$ cat src/flash_params.svh
// Purpose: constants for the parallel flash host controller
// Assumes: 40 MHz mclk
// Notes: times in ns, us or ms as named; cycle counts derived below
// Function
// - read only with chip select and gate low
// - write strobe high before and during reads
// - program: two unlocks, setup, then address/data
// - erase: unlocks, setup, unlocks, sector command
// - host erases sector before reprogramming it; the controller sends a program command without erasing first
// - erase end seen by polling or toggle
// - lock: select, strobe low, gate/id high voltage
`ifndef FLASH_PARAMS_SVH
`define FLASH_PARAMS_SVH

`define MCLK_MHZ 40
`define CYC_UP(ns) (((ns) * `MCLK_MHZ + 999) / 1000)

`define T_RC_NS 70
`define T_DF_NS 20
`define T_WP_NS 35
`define T_AH_NS 45
`define T_WPH_NS 35
`define T_SYNC_CYC 4
`define RD_CYC (`CYC_UP(`T_RC_NS) + `T_SYNC_CYC)
`define DF_CYC `CYC_UP(`T_DF_NS)
`define WP_CYC `CYC_UP(`T_WP_NS)
`define HI_CYC ((`T_AH_NS > `T_WPH_NS) ? `CYC_UP(`T_AH_NS) : `CYC_UP(`T_WPH_NS))

`define T_LOCK_US 10
`define LOCK_CYC (`T_LOCK_US * `MCLK_MHZ)
`define T_PROG_US 20
`define PROG_TMO_CYC (2 * `T_PROG_US * `MCLK_MHZ)
`define T_ERASE_MS 10
`define ERASE_TMO_CYC (2 * `T_ERASE_MS * `MCLK_MHZ * 1000)

`define UNLOCK1_ADDR 17'h05555
`define UNLOCK2_ADDR 17'h02aaa
`define UNLOCK1_DATA 8'haa
`define UNLOCK2_DATA 8'h55
`define PROG_SETUP 8'ha0
`define ERASE_SETUP 8'h80
`define SECTOR_ERASE 8'h30
`define PROG_STEPS 3'd4
`define ERASE_STEPS 3'd6
`define POLL_BIT 7
`define TOGGLE_BIT 6

`endif

$ cat src/flash_pkg.sv
// Purpose: types shared by the flash host controller
// Assumes: flash_params.svh provides the numbers
// Notes: none
`include "flash_params.svh"
package flash_pkg;
  typedef enum logic [2:0] {
    op_read, op_program, op_erase, op_id_read, op_lock
  } op_t;
  typedef enum logic [2:0] {
    s_idle, s_wr_lo, s_wr_hi, s_rd_lo, s_rd_hi, s_lock
  } state_t;
endpackage

$ cat src/flash_sync3.sv
// Purpose: three-stage synchroniser for flash data pins
// Assumes: input is asynchronous to mclk
// Notes: output follows once stages two and three agree
`timescale 1ns/1ps
`default_nettype none
module flash_sync3 #(
  parameter int WIDTH = 8
) (
  // clock and reset
  input wire logic mclk,
  input wire logic rst_n,
  // data
  input wire logic [WIDTH-1:0] din,
  output logic [WIDTH-1:0] dout
);
  logic [WIDTH-1:0] s1_q, s2_q, s3_q;

  always_ff @(posedge mclk or negedge rst_n) begin
    if (!rst_n) begin
      s1_q <= '0;
      s2_q <= '0;
      s3_q <= '0;
    end else begin
      s1_q <= din;
      s2_q <= s1_q;
      s3_q <= s2_q;
    end
  end

  always_ff @(posedge mclk or negedge rst_n) begin
    if (!rst_n) begin
      dout <= '0;
    end else if (s2_q == s3_q) begin
      dout <= s3_q;
    end
  end
endmodule
`default_nettype wire

$ cat src/flash_host_ctrl.sv
// Purpose: host-side controller driving a byte-wide parallel flash
// Assumes: one flash on the pins; external switches make high voltage
// Notes: one command at a time; program/erase wait for completion
`timescale 1ns/1ps
`default_nettype none
`include "flash_params.svh"
module flash_host_ctrl #(
  parameter int unsigned ERASE_TMO_CYC = `ERASE_TMO_CYC
) (
  // clock and reset
  input wire logic mclk,
  input wire logic rst_n,
  // command
  input wire logic cmd_valid,
  output logic cmd_ready,
  input wire flash_pkg::op_t cmd_op,
  input wire logic [16:0] cmd_addr,
  input wire logic [7:0] cmd_wdata,
  // answer
  output logic resp_valid,
  output logic [7:0] resp_rdata,
  output logic resp_err,
  // flash pins
  output logic [16:0] flash_addr,
  output logic ce_n,
  output logic oe_n,
  output logic we_n,
  output logic [7:0] dq_out,
  output logic dq_oe,
  input wire logic [7:0] dq_in,
  output logic oe_hv_en,
  output logic id_voltage_pin_hv
);
  import flash_pkg::*;

  state_t state_q, state_d;
  op_t op_q;
  logic [16:0] addr_q;
  logic [7:0] wdata_q;
  logic [2:0] step_q, step_d;
  logic [8:0] cnt_q;
  logic [19:0] tmo_q;
  logic poll_q, have_prev_q, prev_tog_q;
  logic [7:0] cap_q;
  logic [7:0] data_s;
  logic cnt_done, last_step, settled, tmo_hit, poll_end;
  logic [16:0] seq_addr;
  logic [7:0] seq_data;
  logic [16:0] take_addr;
  op_t live_op;

  flash_sync3 #(.WIDTH(8)) u_dq_sync (
    .mclk(mclk),
    .rst_n(rst_n),
    .din(dq_in),
    .dout(data_s)
  );

  assign cmd_ready = (state_q == s_idle);
  // on the take cycle the registers still hold the previous command
  assign take_addr = (cmd_op == op_id_read) ? {16'h0000, cmd_addr[0]} : cmd_addr;
  assign live_op = cmd_ready ? cmd_op : op_q;
  assign cnt_done = (cnt_q == 9'h000);
  assign last_step = (step_q == ((op_q == op_erase) ? `ERASE_STEPS : `PROG_STEPS) - 3'd1);
  assign tmo_hit = (tmo_q == 20'h00000);
  // completion: toggle flag stopped and poll bit shows the written value for program, or 1 for erase
  assign settled = have_prev_q && (cap_q[`TOGGLE_BIT] == prev_tog_q) &&
                   (cap_q[`POLL_BIT] == ((op_q == op_program) ? wdata_q[`POLL_BIT] : 1'b1));
  assign poll_end = settled || tmo_hit;

  // command words for each write of a sequence
  always_comb begin
    seq_addr = `UNLOCK1_ADDR;
    seq_data = `UNLOCK1_DATA;
    unique case (step_d)
      3'd1, 3'd4: begin
        seq_addr = `UNLOCK2_ADDR;
        seq_data = `UNLOCK2_DATA;
      end
      3'd2: seq_data = (op_q == op_erase) ? `ERASE_SETUP : `PROG_SETUP;
      3'd3: begin
        if (op_q == op_program) begin
          seq_addr = addr_q;
          seq_data = wdata_q;
        end
      end
      3'd5: begin
        seq_addr = addr_q;
        seq_data = `SECTOR_ERASE;
      end
      default: ;
    endcase
  end

  // sequencing of bus cycles
  always_comb begin
    state_d = state_q;
    step_d = step_q;
    unique case (state_q)
      s_idle: begin
        step_d = 3'd0;
        if (cmd_valid) begin
          unique case (cmd_op)
            op_program, op_erase: state_d = s_wr_lo;
            op_lock: state_d = s_lock;
            default: state_d = s_rd_lo;
          endcase
        end
      end
      s_wr_lo: if (cnt_done) state_d = s_wr_hi;
      s_wr_hi: begin
        if (cnt_done) begin
          state_d = last_step ? s_rd_lo : s_wr_lo;
          step_d = last_step ? step_q : step_q + 3'd1;
        end
      end
      s_rd_lo: if (cnt_done) state_d = s_rd_hi;
      s_rd_hi: if (cnt_done) state_d = (poll_q && !poll_end) ? s_rd_lo : s_idle;
      s_lock: if (cnt_done) state_d = s_idle;
    endcase
  end

  always_ff @(posedge mclk or negedge rst_n) begin
    if (!rst_n) begin
      state_q <= s_idle;
      step_q <= 3'd0;
    end else begin
      state_q <= state_d;
      step_q <= step_d;
    end
  end

  // interval counter, reloaded on each state change
  always_ff @(posedge mclk or negedge rst_n) begin
    if (!rst_n) begin
      cnt_q <= 9'h000;
    end else if (state_d != state_q) begin
      unique case (state_d)
        s_wr_lo: cnt_q <= 9'(`WP_CYC - 1);
        s_wr_hi: cnt_q <= 9'(`HI_CYC - 1);
        s_rd_lo: cnt_q <= 9'(`RD_CYC - 1);
        s_rd_hi: cnt_q <= 9'(`DF_CYC);
        s_lock: cnt_q <= 9'(`LOCK_CYC - 1);
        default: cnt_q <= 9'h000;
      endcase
    end else if (!cnt_done) begin
      cnt_q <= cnt_q - 9'h001;
    end
  end

  // command capture
  always_ff @(posedge mclk or negedge rst_n) begin
    if (!rst_n) begin
      op_q <= op_read;
      addr_q <= 17'h00000;
      wdata_q <= 8'h00;
    end else if (cmd_valid && cmd_ready) begin
      op_q <= cmd_op;
      addr_q <= take_addr;
      wdata_q <= cmd_wdata;
    end
  end

  // status polling after program or erase, bounded by a timeout
  always_ff @(posedge mclk or negedge rst_n) begin
    if (!rst_n) begin
      poll_q <= 1'b0;
      have_prev_q <= 1'b0;
      prev_tog_q <= 1'b0;
      tmo_q <= 20'h00000;
    end else if (state_q == s_wr_hi && state_d == s_rd_lo) begin
      poll_q <= 1'b1;
      have_prev_q <= 1'b0;
      tmo_q <= (op_q == op_erase) ? 20'(ERASE_TMO_CYC) : 20'(`PROG_TMO_CYC);
    end else if (state_d == s_idle) begin
      poll_q <= 1'b0;
    end else begin
      if (poll_q && !tmo_hit) begin
        tmo_q <= tmo_q - 20'h00001;
      end
      if (state_q == s_rd_hi && cnt_done) begin
        have_prev_q <= 1'b1;
        prev_tog_q <= cap_q[`TOGGLE_BIT];
      end
    end
  end

  // read data sampled at the end of the gate-low interval
  always_ff @(posedge mclk or negedge rst_n) begin
    if (!rst_n) begin
      cap_q <= 8'h00;
    end else if (state_q == s_rd_lo && cnt_done) begin
      cap_q <= data_s;
    end
  end

  // answer pulse on return to idle
  always_ff @(posedge mclk or negedge rst_n) begin
    if (!rst_n) begin
      resp_valid <= 1'b0;
      resp_rdata <= 8'h00;
      resp_err <= 1'b0;
    end else begin
      resp_valid <= (state_q != s_idle) && (state_d == s_idle);
      if ((state_q != s_idle) && (state_d == s_idle)) begin
        resp_rdata <= cap_q;
        resp_err <= poll_q && !settled;
      end
    end
  end

  // pin drivers, registered from the next state
  always_ff @(posedge mclk or negedge rst_n) begin
    if (!rst_n) begin
      ce_n <= 1'b1;
      oe_n <= 1'b1;
      we_n <= 1'b1;
      dq_oe <= 1'b0;
      dq_out <= 8'h00;
      flash_addr <= 17'h00000;
      oe_hv_en <= 1'b0;
      id_voltage_pin_hv <= 1'b0;
    end else begin
      ce_n <= !(state_d inside {s_wr_lo, s_rd_lo, s_lock});
      oe_n <= (state_d != s_rd_lo);
      we_n <= !(state_d inside {s_wr_lo, s_lock});
      dq_oe <= (state_d inside {s_wr_lo, s_wr_hi});
      if (state_d == s_wr_lo) begin
        dq_out <= seq_data;
        flash_addr <= seq_addr;
      end else if (state_d == s_rd_lo) begin
        flash_addr <= cmd_ready ? take_addr : addr_q;
      end
      oe_hv_en <= (state_d == s_lock);
      id_voltage_pin_hv <= (state_d == s_lock) || (live_op == op_id_read && state_d != s_idle);
    end
  end

  // helper: writes issued since the command was taken
  logic [2:0] wr_cnt_q;
  always_ff @(posedge mclk or negedge rst_n) begin
    if (!rst_n) begin
      wr_cnt_q <= 3'd0;
    end else if (cmd_valid && cmd_ready) begin
      wr_cnt_q <= 3'd0;
    end else if (state_q == s_wr_lo && state_d == s_wr_hi) begin
      wr_cnt_q <= wr_cnt_q + 3'd1;
    end
  end

  AST_READ_WE_HIGH: assert property (@(posedge mclk) disable iff (!rst_n)
    (!oe_n && !ce_n) |-> we_n && $past(we_n)) else $error("write strobe low during read");
  AST_NO_DRIVE_ON_READ: assert property (@(posedge mclk) disable iff (!rst_n)
    !oe_n |-> !dq_oe && !ce_n) else $error("data driven while gate low");
  AST_READ_WIDTH: assert property (@(posedge mclk) disable iff (!rst_n)
    $fell(oe_n) |-> !oe_n [*7] ##1 oe_n) else $error("read gate width wrong");
  AST_ADDR_STABLE: assert property (@(posedge mclk) disable iff (!rst_n)
    (!we_n && $past(!we_n)) |-> $stable(flash_addr) && $stable(dq_out)) else $error("address moved");
  AST_DATA_AT_RISE: assert property (@(posedge mclk) disable iff (!rst_n)
    ($rose(we_n) && !$past(oe_hv_en)) |-> dq_oe && $stable(dq_out) ##1 dq_oe) else $error("data dropped");
  AST_PROG_FOUR: assert property (@(posedge mclk) disable iff (!rst_n)
    (resp_valid && op_q == op_program) |-> wr_cnt_q == 3'd4) else $error("program not four writes");
  AST_ERASE_SIX: assert property (@(posedge mclk) disable iff (!rst_n)
    (resp_valid && op_q == op_erase) |-> wr_cnt_q == 3'd6) else $error("erase not six writes");
  AST_LOCK_LEVELS: assert property (@(posedge mclk) disable iff (!rst_n)
    oe_hv_en |-> !ce_n && !we_n && oe_n && id_voltage_pin_hv) else $error("lock levels wrong");
  AST_PROG_TRUE: assert property (@(posedge mclk) disable iff (!rst_n)
    (resp_valid && !resp_err && op_q == op_program) |-> resp_rdata[7] == wdata_q[7])
    else $error("program done with inverted poll bit");
  AST_ID_ADDR: assert property (@(posedge mclk) disable iff (!rst_n)
    (id_voltage_pin_hv && !oe_n) |-> flash_addr[16:1] == 16'h0000) else $error("id read address");

  COV_PROGRAM: cover property (@(posedge mclk) disable iff (!rst_n)
    resp_valid && !resp_err && op_q == op_program);
  COV_ERASE: cover property (@(posedge mclk) disable iff (!rst_n)
    resp_valid && !resp_err && op_q == op_erase);
  COV_TIMEOUT: cover property (@(posedge mclk) disable iff (!rst_n) resp_valid && resp_err);
  COV_LOCK: cover property (@(posedge mclk) disable iff (!rst_n) $fell(oe_hv_en));
endmodule
`default_nettype wire

$ cat config.mk
export PLATFORM = sky130hd
export DESIGN_NAME = flash_host_ctrl
export DESIGN_NICKNAME = d
export VERILOG_FILES = /design/src/flash_pkg.sv /design/src/flash_sync3.sv /design/src/flash_host_ctrl.sv
export VERILOG_INCLUDE_DIRS = /design/src
export SDC_FILE = /design/constraint.sdc
export NUM_CORES = 1
export LEC_CHECK = 0
export ABC_AREA = 1
export BUFFER_PORTS_ARGS = -buffer_cell sky130_fd_sc_hd__buf_4
export CORE_MARGIN = 2
export CORE_UTILIZATION = 59
export DETAILED_ROUTE_END_ITERATION = 10
export PLACE_DENSITY = 0.85
export SLEW_MARGIN = 40
export SYNTH_ARGS = -nofsm -noshare
export SYNTH_HDL_FRONTEND = slang
export SYNTH_SLANG_ARGS = --single-unit
$ cat constraint.sdc
create_clock -name mclk -period 2.6 [get_ports mclk]
set_input_delay 0.13 -clock mclk [delete_from_list [all_inputs] [get_ports mclk]]
set_output_delay 0.13 -clock mclk [all_outputs]
set_load 0.02 [all_outputs]
==> results of run 1 <==
## critical path, cell delays in order, from the launching register on
cell and delay (ps):
dfrtp_1 380, inv_1 120, ha_1 190, nand3_2 130, nor2_4 190, inv_2 100
nand2_1 60, a21boi_2 210, nand4_4 200, nor2_4 180, nand2_4 70, inv_4 220
nand3_1 130, nand2_1 80, nand2_1 60
## registers in the layout, summed over array words and instances (netlist names), 8 cells and up
name            count
cap_q               8
dq_out              8
tmo_q              20
u_dq_sync.dout      8
u_dq_sync.s2_q      8
addr_q             17
resp_rdata          8
wdata_q             8
u_dq_sync.s3_q      8
flash_addr         17
u_dq_sync.s1_q      8
cnt_q               9
## worst paths after layout
path / depth (start not counted) / start / end / slack, ps
min in group asynchronous: 2 / rst_n / u_dq_sync.s1_q[5] / 210
max in group asynchronous: 3 / rst_n / flash_addr[6] / 1620
hold / removal: 3 / cmd_op[2] / op_q[2] / 20
setup reg to reg: 14 / cnt_q[0] / flash_addr[4] / 170
hold reg to reg: 0 / u_dq_sync.s1_q[6] / u_dq_sync.s2_q[6] / 350
setup / recovery: 14 / cnt_q[0] / flash_addr[4] / 170
## per-layer routing
metal | share of wire | up-vias
met2 | 0.51 | 181
li1 | - | 3142
met3 | 0.049 | 38
met5 | 0 | -
met1 | 0.42 | 3174
met4 | 0.022 | 0
## layout by cell type, fill, tap and decap left out, types with 3 or more instances in the layout
cell type,n
nand2_1,271
dfrtp_1,144
buf_4,113
inv_1,84
o21ai_0,81
nand3_1,66
nor2_1,46
dlygate4sd3_1,27
a21oi_1,24
xor2_1,23
nand4_1,20
clkbuf_16,17
a21boi_1,10
nor2_2,7
inv_2,7
nor2_4,7
nand3_2,7
nand2_2,6
xnor2_1,6
nor3_1,5
nand2_4,5
inv_6,5
nor4_1,4
o21ai_1,4
clkinv_4,4
o21a_1,3
ha_1,3
dfstp_2,3
## kinds of logic (layout without fill, tap and decap cells)
group	count (synthesis)	in the layout	synth area share
compound gates	135	135	0.1031
simple gates	454	455	0.2832
flops	147	147	0.4975
xor+xnor	29	29	0.03432
buf+inv	126	267	0.07506
fa+ha+maj	4	4	0.006763
## metrics by stage
stage	utilization	instance area [µm²]	hold WS (ps)	TNS, ps
6_report	0.7596	9200	18.56	0
5_1_grt	0.7596	9200	16.72	-160.3
4_1_cts	0.7513	9100	2.650	0
3_5_place_dp	0.6812	8250	73.10	0
3_3_place_gp	0.6812	8250	72.07	0
2_1_floorplan	-	7401	-165.6	0
## repair_timing
action / 4_1_cts / 5_1_grt
setup endpoints to repair: 0 / 56
buffers inserted: 0 / 7
gates resized for setup: 0 / 12
hold endpoints to repair: 69 / 0
hold buffers: 27 / 0
## power groups by stage
| stage | Sequential, mW | Combinational (mW) | Clock, mW |
|---|---|---|---|
| after global placement | 3.66 | 5.99 | 0 |
| after global routing | 3.77 | 7.24 | 2.53 |
| after floorplan | 3.90 | 4.20 | 0 |
| after detailed placement | 3.69 | 6.15 | 0 |
| after CTS | 3.66 | 6.27 | 2.43 |
| final | 3.68 | 6.48 | 2.41 |
## cell type report
cell class,instances,area share
Clock buffer,19,0.04814
Clock inverter,13,0.01482
Inverter,92,0.03781
Multi-Input combinational cell,623,0.3490
Sequential cell,147,0.4002
Tap cell,168,0.02285
Timing Repair Buffer,143,0.1272
==> impl_metrics.ini, run 1 <==
[logic_synthesis]
yosysTopAreaCellShare = 0.4869
netlist_area_um2 = 7401
synthTopCellsByCount = nand2_1, dfrtp_1, inv_1
async_flop_share = 1.000
synth_edf_count = 0
yosysWarnings = 0
yosys.area.top_type = dfrtp_1
synth_flop_cell = dfrtp_1
avgSynthCellArea_um2 = 8.269
synthesis.nets = 938
yosysUniqueCellTypes = 45
synth_area_leaders = dfrtp_1, nand2_1, o21ai_0
synthCells = 895
yosysMostFrequentCell = nand2_1
ys_seq_elements = 147
ys_seq_area_frac = 0.4975

[pwr]
p_switching_mw = 5.688
power.density_nw_per_um2 = 1367
p_sw_frac = 0.4524
clkPwrFrac = 0.192
total_power_mw = 12.57
p_leak_nw = 4.694
p_comb_frac = 0.515
p_seq_frac = 0.293
intPower_mw = 6.884
ir_worst_vdd_v = 0.0007538

[floorplan]
die_area_um2 = 13460
fp.dieW_um = 116
die_y_um = 116
io_pins = 81
start_util = 0.6111
num_rows = 40
core_um2 = 12110

[critical_path]
cp.arrival_ps = 2750
path_class = reg2reg
path_max_fanout = 26
worstPathRequired_ps = 2910
crit_path_start_kind = register
cp-end-kind = register

[final_layout]
nets = 1067
area_delta_synth_final_pct = 24.31
drive_gt1_frac = 0.2015
nFillCells = 881
fin_cells = 1205
multi_input_area_um2 = 3211
seq_area_um2 = 3682
antenna_cells = 0

[placed_design]
port_buffers = 80
hpwl_um = 11530
dp.cells = 1138
place_ws_ps = 97.90
gp_congestion = 0.8854

[grt]
grtUsageMet1 = 0.3567
grt_pass1_wl_um = 29500
gr-total-overflow = 0
grt.total_usage = 0.2796
top_usage_layer = met2
met3_usage = 0.06224
grt_pass1_vias = 6339
met2_usage = 0.4729
grt_start_max_net_pins = 73
antenna_found_initial = 0

[clocking]
cts.sinks = 147
tritoncts = built
clk_pin_slew_worst_paths_ps = 60
cts_inserted_buffers = 17
cts_buffer_depth = 2
root_buffer = clkbuf_16
clk_latency_ps = 430
cts-htree-levels = 4

[routing]
drt-total-wl_um = 17660
drt_pass1_iterations = 6
wl_per_cell_um = 14.66
drtIter0Drc = 602
vias = 6535
postRouteAntennaNets = 0
drc = 0
avgViaCountPerCell = 5.423

[timing]
grt_setup_unrepaired = true
post-route-min-period_ps = 2433
final-hold-violation-count = 0
worst_pin_slew_ps = 750.0
slew_viol_final = 0
slew_headroom = 0.4994
fin_crit_sh = 0.9356
fin_ws_ps = 167.4
max_freq_mhz = 411.1
setup_viol = 0
fin_skew_ps = 10.54

[run]
maxCapViolCount = 0

[worst_hold_path]
min_path_type = in2reg

[status]
status = completed
(Power assumes the default switching activity.)
==> inputs of run 2 (changes only) <==
--- a/config.mk
+++ b/config.mk
@@ -11,6 +11,7 @@
 export CORE_MARGIN = 2
 export CORE_UTILIZATION = 59
 export DETAILED_ROUTE_END_ITERATION = 10
+export MAX_ROUTING_LAYER = met4
 export PLACE_DENSITY = 0.85
 export SLEW_MARGIN = 40
 export SYNTH_ARGS = -nofsm -noshare
==> impl_metrics.ini, run 2 (same netlist as run 1, synthesis figures left out) <==
[critical_path]
cp-end-kind = register
path_max_fanout = 8
worstPathRequired_ps = 2920
path_delay_family = simple AND/OR/NAND/NOR gates
cp.arrival_ps = 2790
crit_chain = inv_1, ha_1, nand3_1, nor2_4, inv_2, nor3_4, nand3_2, nand2_4, nand2_4, nor2_8, nor2_1, a21oi_4, nand3_1, nand2_1, nand2_1
cp_slowest_cell = dfrtp_1
cp_num_buf_inv = 2
crit_path_start_kind = register
max_stage_delay_ps = 370
path_class = reg2reg

[clocking]
clk_pin_slew_worst_paths_ps = 60
clk_latency_ps = 430
root_buffer = clkbuf_16
tritoncts = built
cts.sinks = 147
cts_inserted_buffers = 17
cts_buffer_depth = 2
cts-htree-levels = 4

[floorplan]
fp.dieW_um = 116
die_y_um = 116
start_util = 0.6111
io_pins = 81
core_um2 = 12110
die_area_um2 = 13460
num_rows = 40

[placed_design]
gp_congestion = 0.9046
placed_cell_area_um2 = 8240
hpwl_um = 11250
port_buffers = 80
dp.cells = 1135
place_ws_ps = 69.42

[pwr]
p_leak_nw = 4.704
p_sw_frac = 0.4511
p_seq_frac = 0.289
power.density_nw_per_um2 = 1382
intPower_mw = 7.013
p_switching_mw = 5.763
clkPwrFrac = 0.190
p_comb_frac = 0.521
ir_worst_vdd_v = 0.0009565
total_power_mw = 12.78

[run]
maxCapViolCount = 0

[status]
status = completed

[grt]
gr-total-overflow = 0
grt_pass1_wl_um = 29360
grt_start_max_net_pins = 78
met2_usage = 0.4507
grt.total_usage = 0.2879
grt_pass1_vias = 6182
grtUsageMet1 = 0.3748
antenna_found_initial = 0
top_usage_layer = met2
met3_usage = 0.06328

[routing]
drc = 0
drt_pass1_iterations = 8
avgViaCountPerCell = 5.415
wl_per_cell_um = 14.97
vias = 6530
drtIter0Drc = 635
postRouteAntennaNets = 0
drt-total-wl_um = 18060

[timing]
post-route-min-period_ps = 2470
final-hold-violation-count = 0
slew_viol_final = 0
worst_pin_slew_ps = 704.8
setup_viol = 0
fin_skew_ps = 8.481
slew_headroom = 0.5296
whs_ps = 11.35
max_freq_mhz = 404.9
setup_tns_ps = 0
fin_crit_sh = 0.9498
fin_ws_ps = 130.5
grt_setup_unrepaired = true

[final_layout]
largest-register = tmo_q
area_delta_synth_final_pct = 24.95
nets = 1068
largestRegisters = tmo_q (20), addr_q (17), flash_addr (17)
drive_gt1_frac = 0.2033
mostFrequentLayoutCell = nand2_1
utilization = 0.7635
antenna_cells = 0
finish.instance_area_um2 = 9248
largest_register_ffs = 20
layout_common_cells = nand2_1, dfrtp_1, buf_4
fin_cells = 1206

[worst_hold_path]
min_path_type = in2reg
## run 2: path summary, 6_finish.rpt
| path | startpoint | endpoint | slack [ps] | cells past startpoint |
|---|---|---|---|---|
| setup / recovery | cnt_q[1] | flash_addr[0] | 130 | 15 |
| hold reg to reg | u_dq_sync.s1_q[4] | u_dq_sync.s2_q[4] | 350 | 0 |
| min in group asynchronous | rst_n | u_dq_sync.s1_q[4] | 160 | 2 |
| hold / removal | cmd_addr[14] | addr_q[14] | 10 | 3 |
| setup reg to reg | cnt_q[1] | flash_addr[0] | 130 | 15 |
| max in group asynchronous | rst_n | cnt_q[0] | 1670 | 3 |
## run 2: worst reg2reg max path, delay by kind of cell, from the launching register on
kind	cells	cell delay (ps)
compound gates	1	270
fa+ha+maj	1	160
buf+inv	2	240
flops	1	370
simple gates	11	1320
## run 2: timing repair
action,in CTS,in global routing
setup buffers,0,14
hold buffers,25,0
endpoints found under the hold margin,62,0
resized for setup,0,17
endpoints found under the setup margin,0,63
## run 2: power groups by stage
stage,Combinational (mW),Clock [mW],Sequential (mW)
2_1_floorplan,4.20,0,3.90
3_3_place_gp,5.98,0,3.67
3_5_place_dp,6.16,0,3.68
4_1_cts,6.28,2.45,3.67
5_1_grt,7.41,2.56,3.77
6_report,6.66,2.43,3.69
## run 2: per-layer routing
metal / part of all wire / vias to the layer above
met5: 0 / -
met4: 0.022 / 0
met3: 0.063 / 43
met2: 0.50 / 245
met1: 0.41 / 3105
li1: - / 3137
## run 2: layout make-up
class	count	area [µm²]
Clock inverter	12	147.6
Tap cell	168	210.2
Inverter	92	352.8
Fill cell	847	2864
Clock buffer	20	436.7
Sequential cell	147	3682
Timing Repair Buffer	145	1209
Multi-Input combinational cell	622	3209
